`src/inc/psu_pkg.sv`:
```
// What this block does
// - address zero to seven selects port one to eight
// - two identical halves serve ports 1-4, 5-8
// - low upper select picks upper half
// - console at port eight uses address seven
// - each operation asserts exactly one active-low strobe
// - instruction flag travels with address, marks control word
// - read with flag low moves a data word
// - read with flag set returns the status word
// - write strobe marks port selected, gates its interrupts
// - selected data interrupt drives solicited request low
// - selected status interrupt drives unsolicited request
// - unselected port interrupts drive the general request
// - address-status answer carries only highest-priority port
// - upper group request disables lower half output
// - winner plus address-status strobe enables its status
// - winner address drives bus lines with status bits
// - eight ports, console port eight highest priority
// - only one I/O control drives input bus
// Purpose: constants and helpers for the port select unit
// Assumes: one clock, inputs synchronous to it
// Notes:   register offsets are byte addresses on the AXI4-Lite slave
`default_nettype none
package psiu_pkg;
  localparam int          NUM_PORTS     = 8;
  localparam int          ADDR_W        = 8;
  localparam logic [2:0]  OP_DEV_READ   = 3'h1;
  localparam logic [2:0]  OP_DEV_WRITE  = 3'h2;
  localparam logic [2:0]  CONSOLE_ADDR  = 3'h7;
  localparam logic [7:0]  REG_CTRL_OFS  = 8'h00;
  localparam logic [7:0]  REG_STAT_OFS  = 8'h04;
  localparam logic [7:0]  CTRL_RESET    = 8'hff;
  localparam int          STAT_SEL_POS  = 0;
  localparam int          STAT_PEND_POS = 8;
  localparam int          STAT_WIN_POS  = 16;
  localparam int          STAT_FLAG_POS = 19;
  localparam int          STAT_BASE_POS = 20;
  localparam logic [1:0]  RESP_OKAY     = 2'h0;
  localparam logic [1:0]  RESP_DECERR   = 2'h3;

  function automatic logic [7:0] psiu_decode8(input logic [2:0] idx);
    psiu_decode8 = 8'h01 << idx;
  endfunction : psiu_decode8

  function automatic logic [3:0] psiu_decode4(input logic [1:0] idx);
    psiu_decode4 = 4'h1 << idx;
  endfunction : psiu_decode4

  // highest index wins
  function automatic logic [1:0] psiu_prio4(input logic [3:0] req);
    if (req[3])
      psiu_prio4 = 2'h3;
    else if (req[2])
      psiu_prio4 = 2'h2;
    else if (req[1])
      psiu_prio4 = 2'h1;
    else
      psiu_prio4 = 2'h0;
  endfunction : psiu_prio4
endpackage : psiu_pkg
`default_nettype wire

```
`src/logic/psu_top.sv`:
```
// Purpose: port select unit, strobes, requests, status arbitration
// Assumes: processor holds address and op bits stable during an op
// Notes:   AXI4-Lite slave holds an interrupt port mask and a status view
//
// The register offsets and register access over AXI4-Lite are this design's own decisions.
`timescale 1ns/1ns
`default_nettype none
module psiu_top (
  input  wire logic        clock,
  input  wire logic        rst_b,
  input  wire logic [7:0]  awaddr,
  input  wire logic [2:0]  awprot,
  input  wire logic        awvalid,
  output logic             awready,
  input  wire logic [31:0] wdata,
  input  wire logic [3:0]  wstrb,
  input  wire logic        wvalid,
  output logic             wready,
  output logic      [1:0]  bresp,
  output logic             bvalid,
  input  wire logic        bready,
  input  wire logic [7:0]  araddr,
  input  wire logic [2:0]  arprot,
  input  wire logic        arvalid,
  output logic             arready,
  output logic      [31:0] rdata,
  output logic      [1:0]  rresp,
  output logic             rvalid,
  input  wire logic        rready,
  input  wire logic [2:0]  extOpBits,
  input  wire logic        baseRegChoiceBit,
  input  wire logic        upperGroupSelN,
  input  wire logic        addrBitMid,
  input  wire logic        addrBitLow,
  input  wire logic        instructionFlagLine,
  input  wire logic        addrStatusStrobeN,
  input  wire logic [7:0]  dataInterruptN,
  input  wire logic [7:0]  statusInterruptN,
  output logic      [7:0]  readStrobeN,
  output logic      [7:0]  writeStrobeN,
  output logic             instrFlagToIoc,
  output logic             solicitedRequestOutN,
  output logic             unsolicitedRequestOutN,
  output logic             generalRequestOutN,
  output logic             lowerGroupDisableN,
  output logic      [7:0]  statusEnableN,
  output logic      [2:0]  winningPortAddrLinesN,
  output logic             winningPortAddrOe
);
  // bus group state
  logic        awHeldReg,  awHeldNext;
  logic [7:0]  awAddrReg,  awAddrNext;
  logic        wHeldReg,   wHeldNext;
  logic [31:0] wDataReg,   wDataNext;
  logic [3:0]  wStrbReg,   wStrbNext;
  logic        bvalidReg,  bvalidNext;
  logic [1:0]  brespReg,   brespNext;
  logic        rvalidReg,  rvalidNext;
  logic [31:0] rdataReg,   rdataNext;
  logic [1:0]  rrespReg,   rrespNext;
  logic [7:0]  ctrlReg,    ctrlNext;
  // port group state
  logic [7:0]  writeSelReg,   writeSelNext;
  logic [7:0]  readPulseReg,  readPulseNext;
  logic        instrFlagReg,  instrFlagNext;
  logic        lastBaseReg,   lastBaseNext;
  logic [7:0]  statusEnReg,   statusEnNext;
  logic [2:0]  addrLinesReg,  addrLinesNext;
  logic        addrOeReg,     addrOeNext;
  logic [2:0]  lastWinReg,    lastWinNext;
  // decode and arbitration
  logic        opRead;
  logic        opWrite;
  logic [2:0]  devAddr;
  logic [7:0]  dataEff;
  logic [7:0]  statEff;
  logic [7:0]  intReqEff;
  logic [7:0]  readHit;
  logic [7:0]  writeHit;
  logic        loAny;
  logic        hiAny;
  logic        loWin;
  logic        hiWin;
  logic [1:0]  loIdx;
  logic [1:0]  hiIdx;
  logic [2:0]  winAddr;
  logic        winValid;
  logic [31:0] statusWord;

  assign opRead    = (extOpBits == psiu_pkg::OP_DEV_READ);
  assign opWrite   = (extOpBits == psiu_pkg::OP_DEV_WRITE);
  // address is only meaningful while an op is decoded
  assign devAddr   = {~upperGroupSelN, addrBitMid, addrBitLow};
  assign dataEff   = ~dataInterruptN & ctrlReg;
  assign statEff   = ~statusInterruptN & ctrlReg;
  assign intReqEff = dataEff | statEff;

  psiu_port_selector lowerHalf (
    .slotUpper      (1'b0),
    .upperGroupSelN (upperGroupSelN),
    .portIdx        (devAddr[1:0]),
    .opRead         (opRead),
    .opWrite        (opWrite),
    .intReq         (intReqEff[3:0]),
    .outEnableN     (~lowerGroupDisableN),
    .readHit        (readHit[3:0]),
    .writeHit       (writeHit[3:0]),
    .anyReq         (loAny),
    .winValid       (loWin),
    .winIdx         (loIdx)
  );

  psiu_port_selector upperHalf (
    .slotUpper      (1'b1),
    .upperGroupSelN (upperGroupSelN),
    .portIdx        (devAddr[1:0]),
    .opRead         (opRead),
    .opWrite        (opWrite),
    .intReq         (intReqEff[7:4]),
    .outEnableN     (1'b0),
    .readHit        (readHit[7:4]),
    .writeHit       (writeHit[7:4]),
    .anyReq         (hiAny),
    .winValid       (hiWin),
    .winIdx         (hiIdx)
  );

  assign lowerGroupDisableN = ~hiAny;
  assign winAddr  = hiWin ? {1'b1, hiIdx} : {1'b0, loIdx};
  assign winValid = hiWin | loWin;

  // request outputs stay combinational so they track the interrupt level
  assign solicitedRequestOutN   = ~|(writeSelReg & dataEff);
  assign unsolicitedRequestOutN = ~|(writeSelReg & statEff);
  assign generalRequestOutN     = ~|(~writeSelReg & intReqEff);

  assign readStrobeN           = ~readPulseReg;
  assign writeStrobeN          = ~writeSelReg;
  assign instrFlagToIoc        = instrFlagReg;
  assign statusEnableN         = ~statusEnReg;
  assign winningPortAddrLinesN = ~addrLinesReg;
  assign winningPortAddrOe     = addrOeReg;

  always_comb
  begin
    writeSelNext  = writeSelReg;
    readPulseNext = readHit;
    instrFlagNext = instrFlagReg;
    lastBaseNext  = lastBaseReg;
    lastWinNext   = lastWinReg;
    if (opWrite)
      writeSelNext = writeHit;
    if (opRead || opWrite)
    begin
      instrFlagNext = instructionFlagLine;
      lastBaseNext  = baseRegChoiceBit;
    end
    statusEnNext  = 8'h00;
    addrLinesNext = 3'h0;
    addrOeNext    = 1'b0;
    // one enable at most, so a single control drives the input bus
    if (!addrStatusStrobeN && winValid)
    begin
      statusEnNext  = psiu_pkg::psiu_decode8(winAddr);
      addrLinesNext = winAddr;
      addrOeNext    = 1'b1;
      lastWinNext   = winAddr;
    end
  end

  always_ff @(posedge clock or negedge rst_b)
  begin
    if (!rst_b)
    begin
      writeSelReg  <= 8'h00;
      readPulseReg <= 8'h00;
      instrFlagReg <= 1'b0;
      lastBaseReg  <= 1'b0;
      statusEnReg  <= 8'h00;
      addrLinesReg <= 3'h0;
      addrOeReg    <= 1'b0;
      lastWinReg   <= 3'h0;
    end
    else
    begin
      writeSelReg  <= writeSelNext;
      readPulseReg <= readPulseNext;
      instrFlagReg <= instrFlagNext;
      lastBaseReg  <= lastBaseNext;
      statusEnReg  <= statusEnNext;
      addrLinesReg <= addrLinesNext;
      addrOeReg    <= addrOeNext;
      lastWinReg   <= lastWinNext;
    end
  end

  // register slave
  assign awready = !awHeldReg && !bvalidReg;
  assign wready  = !wHeldReg && !bvalidReg;
  assign arready = !rvalidReg;
  assign bvalid  = bvalidReg;
  assign bresp   = brespReg;
  assign rvalid  = rvalidReg;
  assign rdata   = rdataReg;
  assign rresp   = rrespReg;

  always_comb
  begin
    statusWord = 32'h0000_0000;
    statusWord[psiu_pkg::STAT_SEL_POS +: 8]  = writeSelReg;
    statusWord[psiu_pkg::STAT_PEND_POS +: 8] = ~(dataInterruptN & statusInterruptN);
    statusWord[psiu_pkg::STAT_WIN_POS +: 3]  = lastWinReg;
    statusWord[psiu_pkg::STAT_FLAG_POS]      = instrFlagReg;
    statusWord[psiu_pkg::STAT_BASE_POS]      = lastBaseReg;
  end

  always_comb
  begin
    awHeldNext = awHeldReg;
    awAddrNext = awAddrReg;
    wHeldNext  = wHeldReg;
    wDataNext  = wDataReg;
    wStrbNext  = wStrbReg;
    bvalidNext = bvalidReg;
    brespNext  = brespReg;
    rvalidNext = rvalidReg;
    rdataNext  = rdataReg;
    rrespNext  = rrespReg;
    ctrlNext   = ctrlReg;
    if (awvalid && awready)
    begin
      awHeldNext = 1'b1;
      awAddrNext = awaddr;
    end
    if (wvalid && wready)
    begin
      wHeldNext = 1'b1;
      wDataNext = wdata;
      wStrbNext = wstrb;
    end
    if (awHeldReg && wHeldReg && !bvalidReg)
    begin
      awHeldNext = 1'b0;
      wHeldNext  = 1'b0;
      bvalidNext = 1'b1;
      brespNext  = psiu_pkg::RESP_OKAY;
      if (awAddrReg == psiu_pkg::REG_CTRL_OFS)
      begin
        if (wStrbReg[0])
          ctrlNext = wDataReg[7:0];
      end
      else if (awAddrReg != psiu_pkg::REG_STAT_OFS)
        brespNext = psiu_pkg::RESP_DECERR;
    end
    if (bvalidReg && bready)
      bvalidNext = 1'b0;
    if (rvalidReg && rready)
      rvalidNext = 1'b0;
    if (arvalid && arready)
    begin
      rvalidNext = 1'b1;
      rrespNext  = psiu_pkg::RESP_OKAY;
      if (araddr == psiu_pkg::REG_CTRL_OFS)
        rdataNext = {24'h00_0000, ctrlReg};
      else if (araddr == psiu_pkg::REG_STAT_OFS)
        rdataNext = statusWord;
      else
      begin
        rdataNext = 32'h0000_0000;
        rrespNext = psiu_pkg::RESP_DECERR;
      end
    end
  end

  always_ff @(posedge clock or negedge rst_b)
  begin
    if (!rst_b)
    begin
      awHeldReg <= 1'b0;
      awAddrReg <= 8'h00;
      wHeldReg  <= 1'b0;
      wDataReg  <= 32'h0000_0000;
      wStrbReg  <= 4'h0;
      bvalidReg <= 1'b0;
      brespReg  <= 2'h0;
      rvalidReg <= 1'b0;
      rdataReg  <= 32'h0000_0000;
      rrespReg  <= 2'h0;
      ctrlReg   <= psiu_pkg::CTRL_RESET;
    end
    else
    begin
      awHeldReg <= awHeldNext;
      awAddrReg <= awAddrNext;
      wHeldReg  <= wHeldNext;
      wDataReg  <= wDataNext;
      wStrbReg  <= wStrbNext;
      bvalidReg <= bvalidNext;
      brespReg  <= brespNext;
      rvalidReg <= rvalidNext;
      rdataReg  <= rdataNext;
      rrespReg  <= rrespNext;
      ctrlReg   <= ctrlNext;
    end
  end
endmodule : psiu_top
`default_nettype wire

```
`src/logic/psu_port_selector.sv`:
```
// Purpose: one selector half, four ports, decode and arbitration
// Assumes: slot position strapped, inputs synchronous
// Notes:   purely combinational; the top registers hits and winner, but anyReq leaves unregistered
`timescale 1ns/1ns
`default_nettype none
module psiu_port_selector (
  input  wire logic       slotUpper,
  input  wire logic       upperGroupSelN,
  input  wire logic [1:0] portIdx,
  input  wire logic       opRead,
  input  wire logic       opWrite,
  input  wire logic [3:0] intReq,
  input  wire logic       outEnableN,
  output logic      [3:0] readHit,
  output logic      [3:0] writeHit,
  output logic            anyReq,
  output logic            winValid,
  output logic      [1:0] winIdx
);
  logic halfHit;

  always_comb
  begin
    halfHit  = (upperGroupSelN != slotUpper);
    readHit  = (opRead && halfHit) ? psiu_pkg::psiu_decode4(portIdx) : 4'h0;
    writeHit = (opWrite && halfHit) ? psiu_pkg::psiu_decode4(portIdx) : 4'h0;
    anyReq   = |intReq;
    winValid = anyReq && !outEnableN;
    winIdx   = psiu_pkg::psiu_prio4(intReq);
  end
endmodule : psiu_port_selector
`default_nettype wire

```
`config.mk`:
```
export PLATFORM = sky130hd
export DESIGN_NAME = psiu_top
export DESIGN_NICKNAME = d
export VERILOG_FILES = /design/src/inc/psu_pkg.sv /design/src/logic/psu_top.sv /design/src/logic/psu_port_selector.sv
export SDC_FILE = /design/constraint.sdc
export NUM_CORES = 1
export LEC_CHECK = 0
export BUFFER_PORTS_ARGS = -buffer_cell sky130_fd_sc_hd__buf_2
export CORE_MARGIN = 5
export CORE_UTILIZATION = 51
export CTS_CLUSTER_DIAMETER = 60
export DETAILED_ROUTE_END_ITERATION = 16
export MAX_ROUTING_LAYER = met4
export PLACE_DENSITY_LB_ADDON = 0.25
export SLEW_MARGIN = 20
export SYNTH_ARGS = -nofsm -noshare
export SYNTH_HDL_FRONTEND = slang
export SYNTH_SLANG_ARGS = --single-unit
```
`constraint.sdc`:
```
create_clock -name clock -period 5 [get_ports clock]
set_clock_uncertainty 0.05 [all_clocks]
set_input_delay 1 -clock clock [delete_from_list [all_inputs] [get_ports clock]]
set_output_delay 1 -clock clock [all_outputs]
set_load 0.01 [all_outputs]
```
After elaboration in Yosys (flattened, before gate mapping)
Index checks and enable logic that the tools add are counted.
Widths: inputs -> output; s select.
Word-level totals
  memories kept: 0
  bits in registers: 98
  bits of input ports: 90
  output and inout port bits: 74
  latch bits: 0
  memory bits (writable): 0
  bits in read-only memories: 0
Cells by class
  $lt $le $gt $ge: 0
  reduce and logical (&&, ||, !) cells: 37
  div/mod/pow operators: 0
  shift operators: 2
  $add $sub $neg: 0
  equal/unequal tests: 4
  bitwise operators: 17
  mux-type cells: 28
  multiply operators: 0
Operators with widths (count)
  $and 8x8->8: 6
  $not 8->8: 6
  $mux 21: 2
  $reduce_or 8->1: 3
  $logic_not 8->1: 2
  $mux 2: 8
  $mux 4: 4
  $logic_and 1x1->1: 15
  $mux 1: 11
  $logic_not 1->1: 9
  $eq 8x3->1 const B: 1
  $mux 8: 1
  $ne 8x3->1 const B: 1
  $or 8x8->8: 1
  $reduce_bool 2->1: 4
  $reduce_or 4->1: 2
  $shl 1x3->8 const A: 1
  $mux 3: 2
  $shl 1x2->4 const A: 1
  $eq 3x1->1 const B: 1
  $eq 3x2->1 const B: 1
  $not 3->3: 1
  $reduce_and 3->1: 1
  $not 1->1: 2
  other kinds (2): 2

Logic depth before layout (Yosys ltp)
  depth after elaboration: 9
  depth in mapped cells: 5
  depth with buffers taken out: 5

Cells and area by module
From an unflattened synthesis, not the netlist that was laid out.
Second synthesis, totals
  cells, all modules: 339
  area, all modules: 3839.9 sq um
Modules (own cells, without submodules)
  psiu_top: cells each 307, times used 1, area an instance 3582.2 sq um
  psiu_port_selector: cells each 16, times used 2, area an instance 128.9 sq um

Least setup slack after synthesis
OpenSTA, ideal clock, no wires.
  path kind: input port to output port
  start: in statusInterruptN[7]
  end: out lowerGroupDisableN
  setup slack: 2.207 ns
  arrival: 1.743 ns
  required time: 3.950 ns
  cell stages on the path: 2
  buffers on the path: 0
  cell sequence: a21boi_0 nor4_1
On the way
  cells in the longest elaborated chain, start to end: 5
RTL lines
  start: declaration: RTL line psu_top.sv:38  | input wire logic [7:0] statusInterruptN,
  $not 8->8: RTL line psu_top.sv:95  | assign statEff = ~statusInterruptN & ctrlReg;
  $and 8x8->8: RTL line psu_top.sv:95
  $or 8x8->8: RTL line psu_top.sv:96  | assign intReqEff = dataEff | statEff;
  $reduce_or 4->1: RTL line psu_port_selector.sv:27  | anyReq = |intReq;
  $not 1->1: RTL line psu_top.sv:128  | assign lowerGroupDisableN = ~hiAny;
  end: declaration: RTL line psu_top.sv:45  | output logic lowerGroupDisableN,
No other way between the ends.

Final worst setup path
Ends and elaborated chain as after synthesis.

==> metrics.csv <==
stage;metric;value;unit
floorplan;count of pins on the block boundary;164;
layout;layout overhead on the synthesized area;21.97;%
floorplan;die boundary height;95.52;um
grt;number of global-route vias before repair;2858;
power_and_ir_drop;combinational fraction of design power;23.1;%
power_and_ir_drop;Clk pwr share;25.0;%
critical_path;maximum net fanout on the critical path;6;
yosys;post-synthesis cell area;3730;sq um
yosys;flip-flop and latch count after synthesis;85;
placed_design;final weighted congestion in routability-driven placement;0.8346;
clock_tree;Clock transition at path regs;0.09;ns
yosys;async set or reset register ratio after synthesis;100.0;%
timing;relative slew slack;45.72;%
drt;detailed-route wire length per cell;15.69;um
critical_path;start-to-end type of the worst setup path;input port to output pin;
timing;Final period util;63.69;%
yosys;cell types with the largest area share after synthesis;sky130_fd_sc_hd__dfrtp_1, sky130_fd_sc_hd__mux2_2, sky130_fd_sc_hd__dfstp_2;
power_and_ir_drop;power density cells;387.1;nW/um^2
yosys;leading area contributor after synthesis;sky130_fd_sc_hd__dfrtp_1;
drt;Routed WL;8.694;mm
timing;number of setup violations in the final report;0;
critical_path;kind of end point of the critical path;output pin;
yosys;number of enable-type register cells in the synthesized netlist;0;
critical_path;crit start category;input port;
timing;TNS Setup;0;ns
timing;highest attainable clock frequency;314.0;MHz
floorplan;standard cell core area;7176;sq um
drt;drt first pass iters;4;
clock_tree;number of H-tree branching levels;3;
drt;remaining design rule violation count;0;
timing;RSZ-0062 raised after global routing;no;
yosys;sequential area share after synthesis;57.30;%
power_and_ir_drop;internal power;1.219;mW
clock_tree;number of hold buffers added after cts;0;
layout;area of all sequential standard cells;2137;sq um
grt;wire length of the first global-routing pass;13.95;mm
clock_tree;clock buffer count from CTS;9;
timing;number of pins with negative max-slew slack in the final report;0;
floorplan;DIE WIDTH;95.52;um
yosys;post-synth top area share;51.66;%
clock_tree;Root Buffer Master;sky130_fd_sc_hd__clkbuf_8;
power_and_ir_drop;Switching Share;30.76;%
yosys;number of cells produced by synthesis;330;
layout;Cell Count, Final, Fillers Out;554;
status;result of the run;complete, no violations;
layout;antenna fix cells;0;
yosys;Warnings, synthesis;0;
placed_design;detailed placement HPWL;6.668;mm
drt;total number of vias;2878;
floorplan;die outline area;9124;sq um
clock_tree;post-CTS setup-driven buffer insertion count;0;
layout;top library cells by usage in the layout, fill and taps aside;sky130_fd_sc_hd__buf_2, sky130_fd_sc_hd__dfrtp_1, sky130_fd_sc_hd__inv_1;
grt;aggregate global-route resource usage;20.65;%
drt;number of nets still failing antenna checks after routing;0;
grt;overall overflow remaining after global route;0;
layout;Fill cells;605;
grt;largest net degree at the start of global routing;86;
flow_run;count of max-cap constraint violations;0;
placed_design;number of instances in the placed design;537;
yosys;per-instance average area after synthesis;11.30;sq um
clock_tree;Sinks on Clock Net;85;
clock_tree;maximum clock path buffer count;2;
clock_tree;CTS tree;built;
critical_path;Data arrival, critical path;2.13;ns
timing;post-route minimum period;3.185;ns
layout;most frequent standard cell in the layout excluding fill and tap cells;sky130_fd_sc_hd__buf_2;
placed_design;count of port buffers added during placement;119;
power_and_ir_drop;maximum vdd ir drop;0.3412;mV
drt;via/cell ratio;5.195;
layout;area of the multi-input gates;1334;sq um
hold_path;Hold Crit Class;flop to flop;
floorplan;row count;31;
power_and_ir_drop;LEAKAGE;2.237;nW
grt;antenna violations before repair;0;
layout;share of post-route cells with drive strength above 1;40.44;%
clock_tree;Clk Latency, worst-skew pair;0.35;ns
power_and_ir_drop;post-route total power;1.761;mW
timing;pin slew with the least headroom to its limit;0.8122;ns
power_and_ir_drop;switching power summed over all nets;541.7;uW
drt;initial drt markers;155;
power_and_ir_drop;fraction of power consumed by sequential logic;51.8;%
yosys;Post-synth top flop;sky130_fd_sc_hd__dfrtp_1;
timing;final count of hold timing violations;0;
yosys;post-synth cell types;42;
floorplan;starting utilization of the core area;51.98;%
clock_tree;Post-CTS Resized;0;
critical_path;CP required;3.95;ns
layout;NumNets Final;540;
## flip-flops by register name, summed over array words and instances, names as in the netlist, 3 cells and up
signal and flops:
wDataReg 8, statusEnReg 8, readPulseReg 8, rdata 21, lastWinReg 3, writeSelReg 8, awAddrReg 8, ctrlReg 8
addrLinesReg 3
## worst paths after layout
check	startpoint	slack [ns]	depth (start not counted)	to
worst max-delay path	statusInterruptN[7]	1.82	4	lowerGroupDisableN
worst min-delay path	lastBaseReg	0.44	1	rdata[20]
worst max register to register	ctrlReg[7]	2.85	5	lastWinReg[0]
worst min register to register	lastBaseReg	0.44	1	rdata[20]
max in group asynchronous	rst_b	3.75	1	rdata[2]
min in group asynchronous	rst_b	0.63	1	statusEnReg[0]
## logic make-up after synthesis
group                     synth area share, %
xor gates and xnor gates               0.2349
buffers and inverters                   7.950
AOI/OAI and AO/OA                       14.26
muxes                                   8.453
DFF                                     57.30
other                                  0.1005
and+or+nand+nor                         11.71
## area by class of cell
cell class	instances	area share, %
clock buffers	10	3.025
well taps	99	2.723
clock inverters	6	1.018
multi-input cells	192	29.32
repair buffers	120	13.48
flip-flops and latches	85	46.97
inverters	42	3.465
## cell usage after synthesis (3+ instances only)
cell type and count:
sky130_fd_sc_hd__a22o_1 13, sky130_fd_sc_hd__clkbuf_1 6, sky130_fd_sc_hd__nor4_4 3, sky130_fd_sc_hd__o22ai_1 11
sky130_fd_sc_hd__nand2_1 31, sky130_fd_sc_hd__mux2_2 28, sky130_fd_sc_hd__nand3_1 3, sky130_fd_sc_hd__nor3_1 7
sky130_fd_sc_hd__inv_1 42, sky130_fd_sc_hd__o31ai_1 6, sky130_fd_sc_hd__nor4_1 4, sky130_fd_sc_hd__nor2_1 20
sky130_fd_sc_hd__o21ai_0 4, sky130_fd_sc_hd__a21bo_2 4, sky130_fd_sc_hd__a21boi_0 7, sky130_fd_sc_hd__nand2b_1 3
sky130_fd_sc_hd__dfrtp_1 77, sky130_fd_sc_hd__a222oi_1 8, sky130_fd_sc_hd__buf_4 14, sky130_fd_sc_hd__a21oi_1 5
sky130_fd_sc_hd__dfstp_2 8
## power by group through the flow
stage	logic [mW]	registers (mW)	clock network (mW)
after floorplan	0.281	0.905	0
after global placement	0.400	0.920	0
after detailed placement	0.412	0.927	0
after CTS	0.412	0.914	0.454
after global routing	0.455	0.931	0.486
final	0.408	0.912	0.441
## worst max-delay path, stage by stage
cell,delay [ns]
sky130_fd_sc_hd__buf_2,0.13
sky130_fd_sc_hd__a21boi_0,0.24
sky130_fd_sc_hd__nor4_1,0.53
sky130_fd_sc_hd__buf_2,0.24
## through the flow
step | utilization [%] | worst slack [ns] | hold slack (ns) | instance area (sq um)
finish | 63.40 | 1.815 | 0.4436 | 4549
CTS | 63.19 | 1.852 | 0.4484 | 4534
global route | 63.40 | 1.648 | 0.4657 | 4549
floorplan | - | 2.207 | 0.4004 | 3767
global placement | 60.63 | 1.810 | 0.4121 | 4350
detailed placement | 60.63 | 1.835 | 0.4270 | 4350
## layer usage
layer | vias to the layer above | routed length [um] | global-route usage [%]
met5 | - | 0 | -
met1 | 1387 | 3571 | 25.26
met3 | 15 | 666 | 5.683
met2 | 110 | 4279 | 32.72
li1 | 1366 | - | -
met4 | 0 | 177 | 7.820
No activity file was read; power rests on OpenSTA's default activity.
